[src/tcww_pkg.sv]
// What this block does
// Word index steps by one per written word, from 0 to last address, then 0.
// Index wrapping from last address back to 0 marks the image complete.
// Index-changed pulse shows that the word index took a new value.
// Index-changed pulse comes only after a full 16-bit word is written out.
// User pulses index-clear for one clock to zero the word index.
// Each settings word is 16 bits and carries the channel settings.
// User presents a valid word with every write strobe.
// Soft reset clears all controller registers and aborts any write. The code keeps oc_done through a soft reset.
// User synchronises the soft reset to the controller clock.
// Write-done goes high once every image word has been written.
// Write-done drops by itself when a new write sequence starts.
// Write-done works only in channel mode, low otherwise.
// Soft reset never restarts offset cancellation; it runs once after power-up. The code restarts it if a soft reset comes before it finishes.
// Mode select has no code for PLL reconfiguration.
// Mode 3'b000 is analog controls (default), 3'b001 channel; others unused.
// Reset during offset cancellation stops it; it restarts after release.
// Write strobe while idle starts one word write at the current index. The code starts one only in channel mode (3'b001).
// Busy stays high during a word write; no strobe until busy is low.
`default_nettype none

package tcww_pkg;

	// ----------------------------------------------------------------
	// Register map
	// ----------------------------------------------------------------
	localparam logic [3:0] ADR_CTRL = 4'h0;
	localparam logic [3:0] ADR_STAT = 4'h4;
	localparam logic [3:0] ADR_IST = 4'h8;
	localparam logic [3:0] ADR_IMSK = 4'hC;

	localparam int CTRL_MODE_LSB = 0;
	localparam int CTRL_LAST_LSB = 8;
	localparam int STAT_IDX_LSB = 0;
	localparam int STAT_BUSY_BIT = 8;
	localparam int STAT_DONE_BIT = 9;
	localparam int STAT_OCDONE_BIT = 10;

	localparam int IRQ_WORD = 0;
	localparam int IRQ_IMAGE = 1;
	localparam int IRQ_OC = 2;
	localparam int IRQ_N = 3;

	// ----------------------------------------------------------------
	// Modes, widths, reset values, timing
	// ----------------------------------------------------------------
	localparam logic [2:0] MODE_ANALOG = 3'h0;
	localparam logic [2:0] MODE_CHAN = 3'h1;
	localparam int WORD_BITS = 16;
	localparam int IDX_BITS = 6;
	localparam logic [IDX_BITS-1:0] LAST_RST = 6'h3F;
	localparam logic [IRQ_N-1:0] IMSK_RST = 3'h0;
	localparam int OC_CYCLES = 16;
	localparam logic [4:0] OC_LAST = 5'(OC_CYCLES - 1);
	localparam logic [3:0] BIT_LAST = 4'(WORD_BITS - 1);

	typedef enum logic [1:0] {
		ST_OC = 2'b00,
		ST_IDLE = 2'b01,
		ST_SHIFT = 2'b10
	} tcww_state_e;

	typedef struct packed {
		logic wr;
		logic [WORD_BITS-1:0] data;
	} tcww_word_s;

	typedef struct packed {
		logic [IDX_BITS-1:0] last;
		logic [2:0] mode;
	} tcww_ctrl_s;

endpackage

`default_nettype wire

[src/tcww_top.sv]
`default_nettype none

module tcww_top import tcww_pkg::*; (
	input wire logic clk_i,
	input wire logic rst_i,
	input wire logic por_i,
	input wire logic [3:0] adr_i,
	input wire logic [31:0] dat_i,
	output logic [31:0] dat_o,
	input wire logic we_i,
	input wire logic [3:0] sel_i,
	input wire logic cyc_i,
	input wire logic stb_i,
	output logic ack_o,
	output logic irq_o,
	input wire tcww_word_s wd_i,
	input wire logic idx_clr_i,
	output logic busy_o,
	output logic [IDX_BITS-1:0] idx_o,
	output logic idx_chg_o,
	output logic done_o,
	output logic chan_sdo_o,
	output logic chan_sen_o,
	output logic oc_busy_o
);

	// ----------------------------------------------------------------
	// State
	// ----------------------------------------------------------------
	tcww_state_e st_q, st_d;
	tcww_ctrl_s ctrl_q, ctrl_d;
	logic [IDX_BITS-1:0] idx_q, idx_d;
	logic [WORD_BITS-1:0] sh_q, sh_d;
	logic [3:0] bit_q, bit_d;
	logic [4:0] oc_cnt_q, oc_cnt_d;
	logic oc_done_q, oc_done_d;
	logic done_q, done_d;
	logic chg_q, busy_q, sen_q, ack_q, irq_q, oc_busy_q;
	logic [31:0] rd_q, rd_d;
	logic [IRQ_N-1:0] ist_q, ist_d, imsk_q, imsk_d, ev;

	// Both resets clear the controller; only power-on clears oc_done
	wire rst_any = rst_i | por_i;

	// ----------------------------------------------------------------
	// Bus decode
	// ----------------------------------------------------------------
	wire bus_req = cyc_i & stb_i & ~ack_q;
	wire bus_wr = bus_req & we_i;
	wire hit_ctrl = adr_i == ADR_CTRL;
	wire hit_stat = adr_i == ADR_STAT;
	wire hit_ist = adr_i == ADR_IST;
	wire hit_imsk = adr_i == ADR_IMSK;
	wire wr_ctrl0 = bus_wr & hit_ctrl & sel_i[0];
	wire wr_ctrl1 = bus_wr & hit_ctrl & sel_i[1];
	wire wr_ist = bus_wr & hit_ist & sel_i[0];
	wire wr_imsk = bus_wr & hit_imsk & sel_i[0];

	wire [31:0] ctrl_rd = {16'h0000, 2'b00, ctrl_q.last, 5'h00, ctrl_q.mode};
	wire [31:0] stat_rd = {21'h000000, oc_done_q, done_q, busy_q, 2'b00,
		idx_q};
	wire [31:0] rd_mux = hit_ctrl ? ctrl_rd :
		hit_stat ? stat_rd :
		hit_ist ? {29'h00000000, ist_q} :
		hit_imsk ? {29'h00000000, imsk_q} : 32'h00000000;

	// ----------------------------------------------------------------
	// Writer control
	// ----------------------------------------------------------------
	// Codes other than channel mode never start a write
	wire chan_mode = ctrl_q.mode == MODE_CHAN;
	wire start = (st_q == ST_IDLE) & wd_i.wr & chan_mode;
	wire word_end = (st_q == ST_SHIFT) & (bit_q == BIT_LAST);
	wire wrap = word_end & (idx_q == ctrl_q.last);
	wire oc_end = (st_q == ST_OC) & (oc_cnt_q == OC_LAST);
	wire [IDX_BITS-1:0] idx_next = wrap ? '0 : idx_q + 6'h01;

	always_comb begin
		st_d = st_q;
		sh_d = sh_q;
		bit_d = bit_q;
		oc_cnt_d = oc_cnt_q;
		oc_done_d = oc_done_q;
		unique case (st_q)
			ST_OC: begin
				oc_cnt_d = oc_cnt_q + 5'h01;
				if (oc_end) begin
					oc_done_d = 1'b1;
					st_d = ST_IDLE;
				end
			end
			ST_IDLE: begin
				if (start) begin
					sh_d = wd_i.data;
					bit_d = 4'h0;
					st_d = ST_SHIFT;
				end
			end
			ST_SHIFT: begin
				sh_d = {sh_q[WORD_BITS-2:0], 1'b0};
				bit_d = bit_q + 4'h1;
				if (word_end)
					st_d = ST_IDLE;
			end
			default: st_d = ST_IDLE;
		endcase
	end

	// Index clear wins over a step in the same cycle
	assign idx_d = idx_clr_i ? '0 : word_end ? idx_next : idx_q;

	// Wrap sets, a new write clears, other modes hold it low
	assign done_d = !chan_mode ? 1'b0 :
		wrap ? 1'b1 : start ? 1'b0 : done_q;

	assign ctrl_d = '{
		last: wr_ctrl1 ? dat_i[CTRL_LAST_LSB +: IDX_BITS] : ctrl_q.last,
		mode: wr_ctrl0 ? dat_i[CTRL_MODE_LSB +: 3] : ctrl_q.mode
	};

	// ----------------------------------------------------------------
	// Interrupts
	// ----------------------------------------------------------------
	assign ev = {oc_end, wrap, word_end};
	// Set beats write-one-to-clear in the same cycle
	assign ist_d = (ist_q & ~(wr_ist ? dat_i[IRQ_N-1:0] : 3'h0)) | ev;
	assign imsk_d = wr_imsk ? dat_i[IRQ_N-1:0] : imsk_q;
	assign rd_d = bus_req & ~we_i ? rd_mux : 32'h00000000;

	// ----------------------------------------------------------------
	// Registers
	// ----------------------------------------------------------------
	always_ff @(posedge clk_i) begin
		if (rst_any) begin
			st_q <= oc_done_q & ~por_i ? ST_IDLE : ST_OC;
			oc_cnt_q <= 5'h00;
			sh_q <= '0;
			bit_q <= 4'h0;
			idx_q <= '0;
			done_q <= 1'b0;
			chg_q <= 1'b0;
			busy_q <= 1'b0;
			sen_q <= 1'b0;
			oc_busy_q <= 1'b0;
		end else begin
			st_q <= st_d;
			oc_cnt_q <= oc_cnt_d;
			sh_q <= sh_d;
			bit_q <= bit_d;
			idx_q <= idx_d;
			done_q <= done_d;
			chg_q <= word_end;
			busy_q <= st_d != ST_IDLE;
			sen_q <= st_d == ST_SHIFT;
			oc_busy_q <= st_d == ST_OC;
		end
	end

	// Soft reset leaves this flag alone so a finished cancellation never runs again
	always_ff @(posedge clk_i) begin
		if (por_i)
			oc_done_q <= 1'b0;
		else if (!rst_i)
			oc_done_q <= oc_done_d;
	end

	always_ff @(posedge clk_i) begin
		if (rst_any) begin
			ctrl_q <= '{last: LAST_RST, mode: MODE_ANALOG};
			ist_q <= '0;
			imsk_q <= IMSK_RST;
			ack_q <= 1'b0;
			rd_q <= 32'h00000000;
			irq_q <= 1'b0;
		end else begin
			ctrl_q <= ctrl_d;
			ist_q <= ist_d;
			imsk_q <= imsk_d;
			ack_q <= bus_req;
			rd_q <= rd_d;
			irq_q <= |(ist_d & imsk_d);
		end
	end

	assign dat_o = rd_q;
	assign ack_o = ack_q;
	assign irq_o = irq_q;
	assign busy_o = busy_q;
	assign idx_o = idx_q;
	assign idx_chg_o = chg_q;
	assign done_o = done_q;
	assign chan_sdo_o = sh_q[WORD_BITS-1];
	assign chan_sen_o = sen_q;
	assign oc_busy_o = oc_busy_q;

	// ----------------------------------------------------------------
	// Check helpers
	// ----------------------------------------------------------------
	// Run lengths let a check see every cycle of a word; long
	// repetitions would blow up the property engines
	logic [4:0] sen_run_q, busy_run_q;

	always_ff @(posedge clk_i) begin
		if (rst_any || !sen_q)
			sen_run_q <= 5'h00;
		else
			sen_run_q <= sen_run_q + 5'h01;
	end

	always_ff @(posedge clk_i) begin
		if (rst_any || !busy_q)
			busy_run_q <= 5'h00;
		else
			busy_run_q <= busy_run_q + 5'h01;
	end
endmodule

`default_nettype wire

[config.mk]
export PLATFORM = sky130hd
export DESIGN_NAME = tcww_top
export DESIGN_NICKNAME = d
export VERILOG_FILES = /design/src/tcww_pkg.sv /design/src/tcww_top.sv
export SDC_FILE = /design/constraint.sdc
export NUM_CORES = 1
export LEC_CHECK = 0
export BUFFER_PORTS_ARGS = -buffer_cell sky130_fd_sc_hd__buf_2
export CORE_UTILIZATION = 53
export CTS_CLUSTER_DIAMETER = 80
export DETAILED_ROUTE_END_ITERATION = 8
export PLACE_DENSITY = 0.9
export SLEW_MARGIN = 25
export SYNTH_ARGS = -nofsm -noshare
export SYNTH_HDL_FRONTEND = slang
export SYNTH_SLANG_ARGS = --single-unit
[constraint.sdc]
create_clock -name clk_i -period 3.4 [get_ports clk_i]
set_input_delay 0.34 -clock clk_i [delete_from_list [all_inputs] [get_ports clk_i]]
set_output_delay 0.34 -clock clk_i [all_outputs]
set_load 0.01 [all_outputs]
==> reports/metrics.csv <==
metric,value,unit
status,"finished, final reports clean",
worstSetupStartpointType,flip-flop,
yosys_register_bits,68,
postCtsResizedCells,0,
post_synth_design_cell_area,0.00295,mm^2
placed_cell_area,0.00323,mm^2
regToRegStartpoint,ctrl_q[0],
worst-endpoint-arrival,2460,ps
place_congestion,0.854,
floorplan.initialDensity,0.563,
share_of_yosys_cell_area_claimed_by_the_top_area_cell_type,0.462,
ys.flop_type,dfxtp_1,
grt_antenna_before_repair,0,
syn-instance-count,334,
fp.dieH,76.6,um
yosys.area.top_type,dfxtp_1,
maxSlewViolCount,0,
grt_start_max_net_pins,39,
leakagePower,1.45,nW
avg_cell_area_syn,8.82,um^2
grt_setup_unrepaired,no,
timing.reg2reg.setup_slack,1170,ps
ctsRootBufferMaster,clkbuf_8,
grt_first_pass_wirelength,10.6,mm
min_path_type,primary input to flip-flop,
ant_nets,0,
report.final.hold_viol_count,0,
proportion_of_register_bits_with_asynchronous_set_or_reset_after_synthesis,0,
yosys_warning_count,0,
period_needed,2230,ps
fmax,449,MHz
clock_path_buffers,2,
cts-buffers-inserted,9,
area_growth,17.1,%
port_buffers,64,
final.setup.tns,0,ps
routed-via-count,2504,
seq_area_frac_synth,0.462,
worst_clock_skew,12.9,ps
drt_pass1_iterations,4,
routed_wirelength,6.34,mm
timing.max_slew.rel_slack,0.508,
fin_area,0.00345,mm^2
top_level_ports,110,
cts_post_setup_buffers_inserted,0,
synth_enable_flop_cells,0,
fp.dieArea,0.00586,mm^2
diodes,0,
cts.htree.levels,3,
ys_top_cells_by_area,"dfxtp_1 (46%), nand2_1 (6.6%), nor2_1 (5.2%)",
residual_drc_count,0,
final_nets,462,
tritoncts,built,
drt_first_iter_violations,120,
timing.setup.critical_path_class,flip-flop to flip-flop,
gr-usage-all-layers,0.228,
horizontal_die_dimension,76.6,um
numClockSinks,68,
p_per_area,459,mW/mm^2
setup_viol,0,
worstSetupEndpointType,flip-flop,
insertion_delay,340,ps
worst_ep_required_time,3630,ps
tightestPinTransition,735,ps
critical_path.max_fanout,22,
core,0.00524,mm^2
cts_hold_buffers,0,
fp-row-count,26,
final_layout_size_suffix_gt1_frac,0.233,
ir_worst_vdd,0.000224,V
post_synth_num_cell_types,47,
routedWlPerCell,13.5,um
place_hpwl,4.52,mm
worst_hold_startpoint,idx_clr_i,
maxCapViolations,0,
via_per_inst,5.34,
global_route.overflow_total,0,
worstSetupStartpoint,ctrl_q[0],
layout_worst_path_cycle_share,0.656,
vias_in_the_first_global_route,2335,
clk_pin_slew,80,ps
## synth_stat cells, types with 2 or more instances
cell and n:
dfxtp_1 68, nand2_1 52, nor2_1 41, buf_4 20, nand3_1 18, a311oi_1 15
clkbuf_1 9, and2_1 8, nor3_1 8, xnor2_1 7, a21oi_1 6, o21ai_0 6
xor2_1 6, a211oi_1 4, buf_1 4, buf_2 4, ha_1 4, inv_1 4
nor2b_1 4, a21boi_0 3, a22o_1 3, mux2i_1 3, mux4_2 3, nand4_1 3
or3_1 3, and3_1 2, nand2b_1 2, nand3b_1 2, o21a_1 2, or2_1 2
or3b_2 2
## stage by stage
| step | worst slack [ps] | total power, W | utilization | hold WS, ps | std cells |
|---|---|---|---|---|---|
| after CTS | 1160 | 0.00160 | 0.659 | 199 | 469 |
| after floorplan | 1560 | 0.000870 | - | 412 | 353 |
| after global routing | 1000 | 0.00164 | 0.659 | 213 | 469 |
| after global placement | 1230 | 0.000885 | 0.617 | 454 | 453 |
| final | 1170 | 0.00159 | 0.659 | 221 | 469 |
| after detailed placement | 1120 | 0.000888 | 0.617 | 460 | 453 |
## per-layer routing
metal | GRT usage | part of all wire | vias up
met5 | 0 | 0 | -
met4 | 0.127 | 0.015 | 0
met3 | 0.0431 | 0.059 | 9
met2 | 0.386 | 0.50 | 107
met1 | 0.272 | 0.43 | 1152
li1 | - | - | 1236
## critical path, stage by stage, from the launching register on
cell	delay (ps)
dfxtp_1	350
or3b_2	510
o21ai_1	240
o21a_1	390
buf_4	310
nor2_1	60
a311oi_1	270
## where the power goes
part	total, W	internal, W	switching [W]
logic	0.0000697	0.0000262	0.0000435
registers	0.000801	0.000799	0.00000200
clock network	0.000714	0.000418	0.000296
## worst paths after layout
path,depth (start not counted),end
setup / recovery,6,sh_q[12]
hold / removal,2,idx_o[0]
setup reg to reg,6,sh_q[12]
hold reg to reg,1,bit_q[3]
## cells in the final DEF (no fill, tap or decap), types with 3 or more instances in the layout
cell      netlist  layout
nor3_1          8       8
nor2b_1         4       4
a311oi_1       15      15
conb_1          1      20
mux4_2          3       3
and2_1          8       8
ha_1            4       4
a211oi_1        4       4
a21boi_0        3       3
nand3_1        18      18
nand2_1        52      52
o21ai_0         6       6
a22o_1          3       3
clkbuf_8        0      13
mux2i_1         3       3
buf_4          20       3
nor2_1         41      41
a21oi_1         6       6
dfxtp_1        68      68
xnor2_1         7       7
xor2_1          6       6
buf_2           4      64
inv_1           4       4
or3_1           3       3
nand4_1         3       3
## flip-flops by register name, indices dropped and copies added, names as in the netlist
name and cells:
oc_busy_o 1, bit_q 4, busy_o 1, irq_o 1
imsk_q 3, ist_q 3, dat_o 12, idx_chg_o 1
idx_o 6, ctrl_q 9, ack_o 1, done_o 1
oc_done_q 1, sh_q 16, chan_sen_o 1, st_q 2
oc_cnt_q 5
## area by class of cell
cell class | count | area, um^2
clock inverters | 3 | 42.5
repair buffers | 67 | 343
clock buffers | 13 | 179
multi-input cells | 244 | 1420
flip-flops and latches | 68 | 1360
fillers | 441 | 1790
inverters | 4 | 15.0
well taps | 70 | 87.6
## cells by family (layout without fill, tap and decap cells)
| group | Yosys count | in the layout | synth area share |
|---|---|---|---|
| buf+inv | 41 | 87 | 0.0794 |
| compound gates | 45 | 45 | 0.112 |
| mux | 7 | 7 | 0.0369 |
| simple gates | 155 | 155 | 0.253 |
| flops | 68 | 68 | 0.462 |
| xor+xnor | 13 | 13 | 0.0386 |
| fa+ha+maj | 4 | 4 | 0.0170 |
| other cells | 1 | 20 | 0.00127 |
Note: power is estimated with default switching activity, not from simulation.
